## src/rtl/hdc_defs.vh

```
`ifndef HDC_DEFS_VH
`define HDC_DEFS_VH

// Register offsets
`define HDC_OFS_DRIVE_BOOST_CONTROL    8'h1B
`define HDC_OFS_INPUT_LOOP_CONTROL     8'h1C

// Reset values
`define HDC_RST_DRIVE_BOOST_CONTROL    8'h93
`define HDC_RST_INPUT_LOOP_CONTROL     8'hF5

// Field positions, drive_boost_control
`define HDC_BIT_OVERDRIVE_GAIN_BOOST   7
`define HDC_BIT_RESERVED_6             6
`define HDC_BIT_INPUT_COMMON_MODE_BIAS 5
`define HDC_DRIVE_TIME_MSB             4
`define HDC_DRIVE_TIME_LSB             0

// Field positions, input_and_loop_control
`define HDC_BIT_SIGNED_INPUT_SELECT    7
`define HDC_BIT_BRAKE_GAIN_TAPER       6
`define HDC_SAMPLE_TIME_MSB            5
`define HDC_SAMPLE_TIME_LSB            4
`define HDC_BLANKING_TIME_MSB          3
`define HDC_BLANKING_TIME_LSB          2
`define HDC_IDISS_TIME_MSB             1
`define HDC_IDISS_TIME_LSB             0

// Loop gain selection codes
`define HDC_GAIN_NORMAL                2'h0
`define HDC_GAIN_BOOST                 2'h1
`define HDC_GAIN_TAPER                 2'h2

// Timing, in ns, and derived cycle counts at the core clock
`define HDC_CLK_NS                     8
`define HDC_LRA_BASE_NS                500000
`define HDC_LRA_STEP_NS                100000
`define HDC_ERM_BASE_NS                1000000
`define HDC_ERM_STEP_NS                200000
`define HDC_TRIM_NS                    1000
`define HDC_LRA_BASE_CYC               (`HDC_LRA_BASE_NS / `HDC_CLK_NS)
`define HDC_LRA_STEP_CYC               (`HDC_LRA_STEP_NS / `HDC_CLK_NS)
`define HDC_ERM_BASE_CYC               (`HDC_ERM_BASE_NS / `HDC_CLK_NS)
`define HDC_ERM_STEP_CYC               (`HDC_ERM_STEP_NS / `HDC_CLK_NS)
`define HDC_TRIM_CYC                   (`HDC_TRIM_NS / `HDC_CLK_NS)

// Amplitude midpoint (50 %)
`define HDC_MID_LEVEL                  8'h80

`endif

```

## src/rtl/hdc_drive_timer.v

```verilog
`include "hdc_defs.vh"
`default_nettype none
// Drive-time / sampling-interval timer. In LRA mode the field only seeds an
// estimate that the loop trims; in ERM mode the field is the interval itself.
module hdc_drive_timer #(
  parameter [19:0] LRA_BASE = `HDC_LRA_BASE_CYC,
  parameter [19:0] LRA_STEP = `HDC_LRA_STEP_CYC,
  parameter [19:0] ERM_BASE = `HDC_ERM_BASE_CYC,
  parameter [19:0] ERM_STEP = `HDC_ERM_STEP_CYC,
  parameter [19:0] TRIM     = `HDC_TRIM_CYC
) (
  // Clock and reset
  input  wire        core_clk,
  input  wire        rst,
  // Configuration
  input  wire [4:0]  drive_time,
  input  wire        lra_mode,
  input  wire        run,
  // Real-time trim of the LRA estimate
  input  wire        trim_up,
  input  wire        trim_down,
  // Results
  output reg  [19:0] period,
  output reg         tick
);

  wire [19:0] lra_seed = LRA_BASE + {15'h0, drive_time} * LRA_STEP;
  wire [19:0] erm_int  = ERM_BASE + {15'h0, drive_time} * ERM_STEP;

  reg  [4:0]  last_field;
  reg         last_mode;
  reg  [19:0] count;
  wire        reseed = (drive_time != last_field) || (lra_mode != last_mode);

  always @(posedge core_clk) begin
    if (rst) begin
      last_field <= 5'h13;
      last_mode  <= 1'b0;
      period     <= 20'h0;
      count      <= 20'h0;
      tick       <= 1'b0;
    end else begin
      last_field <= drive_time;
      last_mode  <= lra_mode;
      tick       <= 1'b0;
      if (!lra_mode)
        period <= erm_int;
      else if (reseed || period == 20'h0)
        period <= lra_seed;
      else if (trim_up && !trim_down && period <= 20'hFFFFF - TRIM)
        period <= period + TRIM;
      else if (trim_down && !trim_up && period > TRIM)
        period <= period - TRIM;
      // A period change restarts nothing; the running count is compared with the new value at once
      if (!run) begin
        count <= 20'h0;
      end else if (period != 20'h0 && count >= period - 20'h1) begin
        count <= 20'h0;
        tick  <= 1'b1;
      end else begin
        count <= count + 20'h1;
      end
    end
  end

endmodule // hdc_drive_timer
`default_nettype wire

```

## src/rtl/hdc_control_regs.v

```verilog
// What this block does
// - Boost bit raises loop gain during overdrive
// - Bias bit drives common-mode onto trigger pin
// - LRA: field seeds drive time, then trimmed
// - ERM: field sets back-EMF sampling interval
// - Select bit picks unsigned or signed input
// - Unsigned: automatic braking, one extra amplitude bit
// - Unsigned: 0/50/100 percent map linearly
// - Signed open-loop: 50 percent zero, brake below
// - Taper bit lowers gain near brake end
`include "hdc_defs.vh"
`default_nettype none
module hdc_control_regs #(
  parameter [19:0] LRA_BASE = `HDC_LRA_BASE_CYC,
  parameter [19:0] LRA_STEP = `HDC_LRA_STEP_CYC,
  parameter [19:0] ERM_BASE = `HDC_ERM_BASE_CYC,
  parameter [19:0] ERM_STEP = `HDC_ERM_STEP_CYC,
  parameter [19:0] TRIM     = `HDC_TRIM_CYC
) (
  // Clock and reset
  input  wire        core_clk,
  input  wire        rst,
  // Register access port, fed by the serial slave
  input  wire [7:0]  reg_addr,
  input  wire        reg_wr,
  input  wire [7:0]  reg_wdata,
  input  wire        reg_rd,
  output reg  [7:0]  reg_rdata,
  // Actuator and loop state
  input  wire        lra_mode,
  input  wire        closed_loop,
  input  wire        overdrive_phase,
  input  wire        braking,
  input  wire        brake_near_done,
  input  wire        feedback_brake,
  input  wire        drive_run,
  input  wire        trim_up,
  input  wire        trim_down,
  // Playback input sample
  input  wire [7:0]  in_level,
  input  wire        in_valid,
  // Trigger pin common-mode drive
  output wire        input_trigger_pin_bias_en,
  // Loop controls
  output reg  [1:0]  loop_gain_sel,
  output wire [19:0] drive_period,
  output wire        drive_tick,
  output wire [1:0]  sample_time,
  output wire [1:0]  blanking_time,
  output wire [1:0]  idiss_time,
  // Output amplitude
  output reg  [7:0]  out_mag,
  output reg         out_neg,
  output reg         brake_req
);

  reg  [7:0] drive_boost_control;
  reg  [7:0] input_and_loop_control;

  wire       overdrive_gain_boost   = drive_boost_control[`HDC_BIT_OVERDRIVE_GAIN_BOOST];
  wire       input_common_mode_bias = drive_boost_control[`HDC_BIT_INPUT_COMMON_MODE_BIAS];
  wire [4:0] drive_time =
    drive_boost_control[`HDC_DRIVE_TIME_MSB:`HDC_DRIVE_TIME_LSB];
  wire       signed_input_select    = input_and_loop_control[`HDC_BIT_SIGNED_INPUT_SELECT];
  wire       brake_gain_taper       = input_and_loop_control[`HDC_BIT_BRAKE_GAIN_TAPER];

  function hit;
    input [7:0] addr;
    input [7:0] ofs;
    begin
      hit = (addr == ofs);
    end
  endfunction

  // Writable bits of the first register; the reserved position is left out
  localparam [7:0] BOOST_WR_MASK = ~(8'h01 << `HDC_BIT_RESERVED_6);

  // Value one address reads back; reserved and unmapped bits read zero
  function [7:0] readback;
    input [7:0] addr;
    input [7:0] boost_q;
    input [7:0] loop_q;
    begin
      if (hit(addr, `HDC_OFS_DRIVE_BOOST_CONTROL))
        readback = boost_q & BOOST_WR_MASK;
      else if (hit(addr, `HDC_OFS_INPUT_LOOP_CONTROL))
        readback = loop_q;
      else
        readback = 8'h00;
    end
  endfunction

  // One decode per register, shared by the write path
  wire       boost_wr_en = reg_wr && hit(reg_addr, `HDC_OFS_DRIVE_BOOST_CONTROL);
  wire       loop_wr_en  = reg_wr && hit(reg_addr, `HDC_OFS_INPUT_LOOP_CONTROL);

  // Register writes; reserved bit is never stored
  always @(posedge core_clk) begin
    if (rst) begin
      drive_boost_control    <= `HDC_RST_DRIVE_BOOST_CONTROL;
      input_and_loop_control <= `HDC_RST_INPUT_LOOP_CONTROL;
    end else begin
      if (boost_wr_en)
        drive_boost_control <= reg_wdata & BOOST_WR_MASK;
      if (loop_wr_en)
        input_and_loop_control <= reg_wdata;
    end
  end

  // Read data is registered and holds until the next read
  always @(posedge core_clk) begin
    if (rst)
      reg_rdata <= 8'h00;
    else if (reg_rd)
      reg_rdata <= readback(reg_addr, drive_boost_control, input_and_loop_control);
  end

  // The host alone decides when bias is proper; the pin simply follows the bit
  assign input_trigger_pin_bias_en = input_common_mode_bias;

  assign sample_time   = input_and_loop_control[`HDC_SAMPLE_TIME_MSB:`HDC_SAMPLE_TIME_LSB];
  assign blanking_time =
    input_and_loop_control[`HDC_BLANKING_TIME_MSB:`HDC_BLANKING_TIME_LSB];
  assign idiss_time    = input_and_loop_control[`HDC_IDISS_TIME_MSB:`HDC_IDISS_TIME_LSB];

  // Loop gain; taper takes priority since overdrive and braking are exclusive
  // in practice and stability near brake end matters more than startup speed
  reg [1:0] next_loop_gain_sel;
  always @* begin
    next_loop_gain_sel = `HDC_GAIN_NORMAL;
    if (braking && brake_near_done && brake_gain_taper)
      next_loop_gain_sel = `HDC_GAIN_TAPER;
    else if (overdrive_phase && overdrive_gain_boost)
      next_loop_gain_sel = `HDC_GAIN_BOOST;
  end

  always @(posedge core_clk) begin
    if (rst)
      loop_gain_sel <= `HDC_GAIN_NORMAL;
    else
      loop_gain_sel <= next_loop_gain_sel;
  end

  // Input interpretation
  wire       above_mid = (in_level >= `HDC_MID_LEVEL);
  wire [7:0] pos_off   = in_level - `HDC_MID_LEVEL;
  wire [7:0] neg_off   = `HDC_MID_LEVEL - in_level;
  // Twice an offset from mid-scale; the vacated low bit copies bit 6 so that
  // the top code still reaches full scale. Signed mode thus loses one bit.
  function [7:0] doubled;
    input [7:0] off;
    begin
      doubled = {off[6:0], off[6]};
    end
  endfunction

  // 0 % lies a full half-range below mid-scale and saturates
  wire [7:0] pos_mag   = doubled(pos_off);
  wire [7:0] neg_mag   = neg_off[7] ? 8'hFF : doubled(neg_off);

  reg [7:0] next_out_mag;
  reg       next_out_neg;
  reg       next_brake_req;
  always @* begin
    next_out_mag   = 8'h00;
    next_out_neg   = 1'b0;
    next_brake_req = 1'b0;
    if (!signed_input_select) begin
      // Unsigned: full eight-bit magnitude, braking left to the loop
      next_out_mag   = in_level;
      next_brake_req = feedback_brake;
    end else if (closed_loop) begin
      // Signed closed-loop: lower half carries no drive
      next_out_mag   = above_mid ? pos_mag : 8'h00;
      next_brake_req = feedback_brake;
    end else if (above_mid) begin
      next_out_mag   = pos_mag;
    end else begin
      next_out_mag   = neg_mag;
      next_out_neg   = 1'b1;
      next_brake_req = 1'b1;
    end
  end

  // Outputs hold between samples so the bridge sees a steady level
  always @(posedge core_clk) begin
    if (rst) begin
      out_mag   <= 8'h00;
      out_neg   <= 1'b0;
      brake_req <= 1'b0;
    end else if (in_valid) begin
      out_mag   <= next_out_mag;
      out_neg   <= next_out_neg;
      brake_req <= next_brake_req;
    end
  end

  // The timer spots field and mode changes itself and reseeds from them
  hdc_drive_timer #(
    .LRA_BASE (LRA_BASE),
    .LRA_STEP (LRA_STEP),
    .ERM_BASE (ERM_BASE),
    .ERM_STEP (ERM_STEP),
    .TRIM     (TRIM)
  ) u_timer (
    .core_clk   (core_clk),
    .rst        (rst),
    .drive_time (drive_time),
    .lra_mode   (lra_mode),
    .run        (drive_run),
    .trim_up    (trim_up),
    .trim_down  (trim_down),
    .period     (drive_period),
    .tick       (drive_tick)
  );

endmodule // hdc_control_regs
`default_nettype wire

```

## config.mk

```make
export PLATFORM = sky130hd
export DESIGN_NAME = hdc_control_regs
export DESIGN_NICKNAME = d
export VERILOG_FILES = /design/src/rtl/hdc_drive_timer.v /design/src/rtl/hdc_control_regs.v
export VERILOG_INCLUDE_DIRS = /design/src /design/src/rtl
export SDC_FILE = /design/constraint.sdc
export NUM_CORES = 1
export LEC_CHECK = 0
export BUFFER_PORTS_ARGS = -buffer_cell sky130_fd_sc_hd__buf_4
export CORE_ASPECT_RATIO = 1.25
export CORE_UTILIZATION = 35
export CTS_BUF_LIST = sky130_fd_sc_hd__clkbuf_16
export DETAILED_ROUTE_END_ITERATION = 16
export PLACE_DENSITY = 0.55
export SETUP_SLACK_MARGIN = 0.02
export SLEW_MARGIN = 20
export SYNTH_ARGS = -nofsm -noshare
export SYNTH_HDL_FRONTEND = slang
export SYNTH_SLANG_ARGS = --single-unit
```

## constraint.sdc

```tcl
create_clock -name core_clk -period 5.4 [get_ports core_clk]
set_input_delay 1.62 -clock core_clk [delete_from_list [all_inputs] [get_ports core_clk]]
set_output_delay 1.62 -clock core_clk [all_outputs]
set_load 0.005 [all_outputs]
```

; ---- Word level (Yosys, flattened, before mapping)
; Cells that the tools add are included.
[totals]
word_cells = 71
inputBits = 38
out_inout_bits = 48
register_bits = 82
[op_classes]
bitwise = 1
magnitude_cmp = 4
reduce_logical = 19
n_addsub = 8
eq_ne = 5
multipliers = 2
muxes = 19
[op_table]
columns = cell, n
row1 = $mux 20, 4
row2 = $mux 8, 7
row3 = $mul 5x12->17 const B, 2
row4 = $add 16x19->20 const A, 1
row5 = $add 17x20->20 const A, 1
row6 = $add 20x1->20 const B, 1
row7 = $add 20x7->20 const B, 1
row8 = $ge 20x20->1, 1
row9 = $gt 20x7->1 const B, 1
row10 = $le 20x20->1 const B, 1
row11 = $logic_not 20->1, 1
row12 = $reduce_bool 20->1, 1
row13 = $sub 20x1->20 const B, 1
row14 = $sub 20x7->20 const B, 1
row15 = $eq 8x5->1 const B, 2
row16 = $logic_and 1x1->1, 10
row17 = $ge 8x8->1 const B, 1
row18 = $sub 8x8->8 const A, 1
row19 = $mux 1, 7
row20 = $sub 7x1->7 const B, 1
row21 = $ne 5x5->1, 1
row22 = $ne 4x1->1 const B, 1
row23 = $reduce_or 2->1, 2
row24 = $reduce_or 3->1, 1
row25 = other kinds (5), 7

; ---- Logic depth before layout (Yosys ltp)
; Gate-level depths: netlist (run 1).
[depth]
ltp_word = 7
mapped_depth = 16
ltp_nobuf = 15

; ---- Hierarchy
; A second synthesis (run 1) with hierarchy kept.
[unflattened]
cells_unflattened = 857
area_unflattened_um2 = 6965.4
[by_module_without_submodules]
columns = module, area_per_inst_um2, seq_area_each_um2, n_inst, cells_each
row1 = hdc_drive_timer, 5255.0, 940.9, 1, 656
row2 = hdc_control_regs, 1710.4, 700.7, 1, 201

; ---- Worst setup path before layout (run 1)
; OpenSTA, ideal clock, no wires.
[synth_timing]
kind = flip-flop to flip-flop
start = reg drive_boost_control[3]
end = reg u_timer.period[17]
synth_period_minus_slack_ns = 3.778
required_ns = 5.282
path_buffers = 1
setup_slack_ns = 1.622
setup_ns = 0.118
path_stages_with_launch = 17
t_arrival_ns = 3.660
path_cell_list = dfxtp_1 clkbuf_1 inv_1 ha_1 inv_1 ha_1 ha_1 ha_1 o211ai_1 o211ai_1 nand2_1 or3_1 a211o_1 o21a_1 xor2_1 a31oi_1 nand2_1
[synth_via]
elab_chain_cells = 5
word_cells_on_any_way = 10
classes_between = add/sub: 2 / mul: 2 / eq/ne: 2 / mux: 2 / reduce/logical: 2
[synth_lines]
columns = element, line_no
row1 = from (decl), hdc_control_regs.v:57  ; reg [7:0] drive_boost_control;
row2 = from (signal assigned), hdc_control_regs.v:100  ; drive_boost_control <= `HDC_RST_DRIVE_BOOST_CONTROL;
row3 = from (signal assigned), hdc_control_regs.v:104  ; drive_boost_control <= reg_wdata & BOOST_WR_MASK;
row4 = branches (longest 5 deep; another with $add 16x19->20), -
row5 = to (signal assigned), hdc_drive_timer.v:47  ; period <= erm_int;
row6 = to (signal assigned), hdc_drive_timer.v:49  ; period <= lra_seed;
row7 = to (signal assigned), hdc_drive_timer.v:51  ; period <= period + TRIM;
row8 = to (decl), hdc_drive_timer.v:23  ; output reg [19:0] period,
; Parallel ways; which one is timed is not known.
; A chain may end at the register's enable or synchronous reset.

; ---- Final worst setup path (run 1)
[layout_timing]
start = reg drive_boost_control[3]
end = reg u_timer.period[16]
; The elaborated chain is that of the path after synthesis.

==> results of run 1 <==
[kinds of logic after synthesis]
kind of cell               Yosys count  synth area share
muxes                                8            0.0125
buffers and inverters               75            0.0550
xor gates and xnor gates            79             0.109
adders and majority gates           58             0.114
DFF                                 82             0.256
and+or+nand+nor                    331             0.255
AOI/OAI and AO/OA                  187             0.199
[state kept, by name (all words and copies together) (netlist names)]
name,flops
brake_req,1
drive_boost_control,7
input_and_loop_control,8
loop_gain_sel,2
out_mag,8
out_neg,1
reg_rdata,8
u_timer.count,20
u_timer.last_field,5
u_timer.last_mode,1
u_timer.period,20
u_timer.tick,1
[stage by stage]
stage	setup slack (ps)	power [mW]	hold WS (ps)	instances	util
after global routing	955	1.73	496	1109	0.413
after global placement	1270	1.02	463	1093	0.396
final	1230	1.64	475	1109	0.413
after detailed placement	1280	1.02	465	1093	0.396
after CTS	1240	1.66	479	1109	0.413
after floorplan	1620	0.899	441	820	-
[worst max-delay path by stage]
| stage | startpoint | to | depth (start not counted) |
|---|---|---|---|
| floorplan | drive_boost_control[3] | u_timer.period[17] | 16 |
| global placement | drive_boost_control[3] | u_timer.period[17] | 15 |
| detailed placement | drive_boost_control[3] | u_timer.period[16] | 15 |
| CTS | drive_boost_control[3] | u_timer.period[16] | 15 |
| global route | drive_boost_control[2] | u_timer.period[19] | 14 |
| finish | drive_boost_control[3] | u_timer.period[16] | 14 |
[cells in the mapped netlist, types with 15 or more instances]
| master | instances |
|---|---|
| a211oi_1 | 19 |
| a21o_1 | 15 |
| a21oi_1 | 46 |
| clkbuf_1 | 25 |
| dfxtp_1 | 82 |
| ha_1 | 57 |
| inv_1 | 27 |
| nand2_1 | 81 |
| nand3_1 | 39 |
| nand4_1 | 18 |
| nor2_1 | 92 |
| nor3_1 | 33 |
| o211ai_1 | 16 |
| o21ai_0 | 25 |
| xnor2_1 | 41 |
| xor2_1 | 37 |
[layer usage]
layer  vias to the layer above  global-route usage
li1                       3067                   -
met1                      2798               0.223
met2                       134               0.382
met3                        19              0.0373
met4                         0              0.0585
met5                         -                   0
[worst reg2reg max path: cells and delay by family (launching register included)]
| kind | cells | cell delay (ps) |
|---|---|---|
| DFF | 1 | 580 |
| buffers and inverters | 2 | 160 |
| and+or+nand+nor | 2 | 520 |
| xor gates and xnor gates | 1 | 210 |
| adders and majority gates | 4 | 1320 |
| AOI/OAI and AO/OA | 5 | 1300 |
[power breakdown]
| group | internal [mW] | switching (mW) |
|---|---|---|
| sequential | 0.626 | 0.0475 |
| clock | 0.330 | 0.308 |
| combinational | 0.148 | 0.184 |
[final cells by class]
type	count	share of cell area
Tap cell	228	0.0383
Multi-Input combinational cell	663	0.593
Inverter	27	0.0136
Clock buffer	9	0.0302
Timing Repair Buffer	93	0.0937
Sequential cell	82	0.220
Clock inverter	7	0.0102
==> results.sh, run 1 <==
export IMPL_outcome="completed"
export IMPL_avgSynthCellArea_um2=7.82
export IMPL_grt_pass1_wl_um=30100
export IMPL_multiInputGateArea_um2=4420
export IMPL_place_congestion=0.834
export IMPL_grt_ovfl_total=0
export IMPL_cap_violations=0
export IMPL_synthTopCellsByArea="dfxtp_1, ha_1, xnor2_1"
export IMPL_io_pins=86
export IMPL_fp_dieH_um=153
export IMPL_crit_chain="inv_1 > ha_1 > inv_1 > ha_1 > ha_1 > ha_1 > o211ai_1 > o211ai_1 > nand2_1 > or3_1 > a211o_1 > xnor2_2 > o21ai_2 > a2111oi_2"
export IMPL_ff_latch_area_um2=1640
export IMPL_layout_common_cells="buf_4, nor2_1, dfxtp_1, nand2_1, ha_1"
export IMPL_tns_ps=0
export IMPL_dieArea_um2=18900
export IMPL_grt_usage=0.202
export IMPL_wl_met2_um=9900
export IMPL_worstPathMaxFanout=9
export IMPL_antenna_cells=0
export IMPL_regToRegEndpoint="u_timer.period[16]"
export IMPL_core_area_um2=18000
export IMPL_antenna_found_initial=0
export IMPL_cp_num_buf_inv=2
export IMPL_drt_iter0_markers=330
export IMPL_worst_pin_slew_ps=754
export IMPL_syn_to_final_growth_pct=16.1
export IMPL_numClockSinks=82
export IMPL_initial_utilization=0.356
export IMPL_cts_buffer_depth=2
export IMPL_synth_area_um2=6410
export IMPL_critPathTopFamily="adder cells"
export IMPL_synth_flop_cell="dfxtp_1"
export IMPL_ir_drop_mv=0.158
export IMPL_die_x_um=123
export IMPL_cts_root_buf="clkbuf_16"
export IMPL_fin_area_um2=7450
export IMPL_drv_slew=0
export IMPL_clk_latency_ps=360
export IMPL_r2r_start="drive_boost_control[3]"
export IMPL_ys_ff_latch=82
export IMPL_ant_nets=0
export IMPL_wl_um=18400
export IMPL_regToRegSetupSlack_ps=1230
export IMPL_rsz0062_at_grt="no"
export IMPL_grt_max_degree=44
export IMPL_worstPathArrival_ps=4440
export IMPL_power_leakage_nw=3.11
export IMPL_row_count=55
export IMPL_crit_path_top_delay_cell="dfxtp_1"
export IMPL_vias_per_cell=5.43
export IMPL_vias=6018
export IMPL_skew_ps=13.1
export IMPL_ys_types=71
export IMPL_rr_worst_depth=14
export IMPL_layout_commonest_cell="buf_4"
export IMPL_io_buffers=85
export IMPL_drc_errors=0
export IMPL_maxSlewHeadroom=0.493
export IMPL_worst_path_most_repeated_cell="ha_1"
export IMPL_cts_resized=0
export IMPL_hold_path_startpoint="reg_rdata[6]"
export IMPL_hpwlAfterDp_um=14200
export IMPL_place_area_um2=7150
export IMPL_max_stage_delay_ps=580
export IMPL_h_tree_depth=3
export IMPL_hold_viol_final=0
export IMPL_cts_tree="yes"
export IMPL_yosysWarnings=0
export IMPL_synth_area_leader_cell="dfxtp_1"
export IMPL_seq_area_frac_synth=0.256
export IMPL_drt_met1_wl_um=7490
export IMPL_clk_pin_slew_worst_paths_ps=70
export IMPL_whs_path_depth=2
export IMPL_dr_wl_met3_um=702
export IMPL_finalCriticalPeriod_ps=4170
export IMPL_syn_nets=916
export IMPL_hold_class="reg2reg"
export IMPL_postCtsSetupRepairBufs=0
export IMPL_fill_cells=1859
export IMPL_worstPathRequired_ps=5660
export IMPL_power_density_nw_per_um2=221
export IMPL_crit_type="reg2reg"
export IMPL_highest_layer="met4"
export IMPL_cts_made_buffers=9
export IMPL_synthArstFlopShare=0
export IMPL_synth_cells=820
export IMPL_min_to="reg_rdata[6]"
export IMPL_finalCritPeriodShare=0.773
export IMPL_synth_edf_count=0
export IMPL_cts_hold_buf=0
export IMPL_grt_pass1_vias=5913
export IMPL_first_pass_iters=5
export IMPL_cp_start_kind="flop"
export IMPL_synth_top_area_frac=0.256
export IMPL_routedWlPerCell_um=16.6
export IMPL_setup_viol=0
export IMPL_fmax_mhz=240
export IMPL_fin_nets=972
export IMPL_drive_above_1_share=0.148
export IMPL_crit_path_end_kind="flop"
(Power assumes the default switching activity.)
==> run 2, diff against run 1 <==
--- a/config.mk
+++ b/config.mk
@@ -11,7 +11,7 @@
 export CORE_UTILIZATION = 35
 export CTS_BUF_LIST = sky130_fd_sc_hd__clkbuf_16
 export DETAILED_ROUTE_END_ITERATION = 16
-export PLACE_DENSITY = 0.55
+export PLACE_DENSITY = 0.57
 export SETUP_SLACK_MARGIN = 0.02
 export SLEW_MARGIN = 20
 export SYNTH_ARGS = -nofsm -noshare
==> constraint.sdc (replaced) <==
create_clock -name core_clk -period 3.8 [get_ports core_clk]
set_input_delay 1.14 -clock core_clk [delete_from_list [all_inputs] [get_ports core_clk]]
set_output_delay 1.14 -clock core_clk [all_outputs]
set_load 0.005 [all_outputs]
==> results.sh, run 2 (synthesis gave the netlist of run 1 again) <==
export IMPL_outcome="completed"
export IMPL_grt_max_degree=44
export IMPL_ff_latch_area_um2=1650
export IMPL_grt_pass1_vias=5973
export IMPL_met2_usage=0.374
export IMPL_worstPathMaxFanout=5
export IMPL_core_area_um2=18000
export IMPL_ant_nets=0
export IMPL_routedWlPerCell_um=16.1
export IMPL_hold_viol_final=0
export IMPL_holdWs_ps=476
export IMPL_antenna_found_initial=0
export IMPL_wl_um=18400
export IMPL_hpwlAfterDp_um=14200
export IMPL_groute_layer_met3_usage=0.0396
export IMPL_multiInputGateArea_um2=4610
export IMPL_tns_ps=0
export IMPL_regToRegSetupSlack_ps=160
export IMPL_place_congestion=0.869
export IMPL_crit_path_end_kind="flop"
export IMPL_drt_iter0_markers=222
export IMPL_syn_to_final_growth_pct=23.1
export IMPL_cts_tree="yes"
export IMPL_layout_common_cells="buf_4, nor2_1, nand2_1, dfxtp_1, ha_1"
export IMPL_top_regs="u_timer.count x20, u_timer.period x20"
export IMPL_power_density_nw_per_um2=301
export IMPL_hold_class="reg2reg"
export IMPL_layoutNonFillerInstCount=1142
export IMPL_grt_usage=0.200
export IMPL_first_pass_iters=4
export IMPL_drv_slew=0
export IMPL_cts_made_buffers=9
export IMPL_cts_buffer_depth=2
export IMPL_place_ws_ps=-15.2
export IMPL_setup_viol=0
export IMPL_dp_cells=1122
export IMPL_power_leakage_nw=3.30
export IMPL_grt_ovfl_total=0
export IMPL_fp_dieH_um=153
export IMPL_skew_ps=8.57
export IMPL_cts_root_buf="clkbuf_16"
export IMPL_worst_pin_slew_ps=724
export IMPL_finalCritPeriodShare=0.957
export IMPL_dieArea_um2=18900
export IMPL_drc_errors=0
export IMPL_antenna_cells=0
export IMPL_maxSlewHeadroom=0.513
export IMPL_vias=6127
export IMPL_drive_above_1_share=0.204
export IMPL_fmax_mhz=275
export IMPL_cp_start_kind="flop"
export IMPL_layout_commonest_cell="buf_4"
export IMPL_clk_latency_ps=360
export IMPL_die_x_um=123
export IMPL_p_total_mw=2.38
export IMPL_io_buffers=85
export IMPL_grt_busiest_layer="met2"
export IMPL_h_tree_depth=3
export IMPL_row_count=55
export IMPL_crit_type="reg2reg"
export IMPL_worst_slack_ps=165
export IMPL_fill_cells=1875
export IMPL_grt_pass1_wl_um=29800
export IMPL_fin_area_um2=7900
export IMPL_vias_per_cell=5.37
export IMPL_fin_util=0.438
export IMPL_initial_utilization=0.356
export IMPL_ir_drop_mv=0.221
export IMPL_worstPathArrival_ps=3890
export IMPL_place_area_um2=7360
export IMPL_fin_nets=1005
export IMPL_finalCriticalPeriod_ps=3640
export IMPL_cap_violations=0
export IMPL_io_pins=86
export IMPL_worstPathRequired_ps=4060
export IMPL_met1_usage=0.218
export IMPL_clk_pin_slew_worst_paths_ps=70
export IMPL_numClockSinks=82
-- run 2: cell count changes in the layout (fill, tap and decap cells not counted), moves of 2 or more --
| cell | change |
|---|---|
| buf_4 | +32 |
| ha_1 | -11 |
| ha_4 | +9 |
| a211oi_1 | -3 |
| dfxtp_1 | -3 |
| dfxtp_2 | +3 |
| a211oi_2 | +2 |
| a21oi_1 | -2 |
| a21oi_2 | +2 |
| ha_2 | +2 |
-- run 2: final timing paths --
kind,end,depth (start not counted),from
max,u_timer.period[16],15,drive_boost_control[4]
min,reg_rdata[6],2,reg_rdata[6]
max reg2reg,u_timer.period[16],15,drive_boost_control[4]
min reg2reg,reg_rdata[6],2,reg_rdata[6]
-- run 2: area by class of cell --
class / instances / area share
clock buffer: 9 / 0.0285
timing repair buffer: 126 / 0.120
tap: 228 / 0.0361
multi-input combinational: 663 / 0.584
sequential: 82 / 0.208
clock inverter: 7 / 0.00967
inverter: 27 / 0.0128
-- run 2: metal layers --
layer,part of all wire,up-vias
met3,0.035,33
met1,0.41,2861
met5,0,-
met2,0.53,103
met4,0.020,0
li1,-,3130
-- run 2: critical path: stages, from the launching register on --
cell,delay [ps]
dfxtp_2,340
ha_1,300
inv_1,60
fa_1,530
inv_1,50
ha_1,240
a211oi_4,280
o211ai_1,240
buf_4,200
a2111o_1,400
o311ai_4,120
a211o_1,200
nor2_2,70
xnor2_2,180
nor2_1,70
a2111oi_2,260
-- run 2: power breakdown --
group	internal, mW	leakage, nW	switching, mW	total, mW
combinational	0.236	2.48	0.296	0.533
sequential	0.890	0.670	0.0376	0.928
clock	0.469	0.149	0.450	0.919
-- run 2: repair_timing --
action / 4_1_cts / 5_1_grt
setup buffers: 1 / 3
hold buffers: 0 / 0
pin swaps: 1 / 13
setup endpoints to repair: 4 / 8
gates resized for setup: 1 / 28
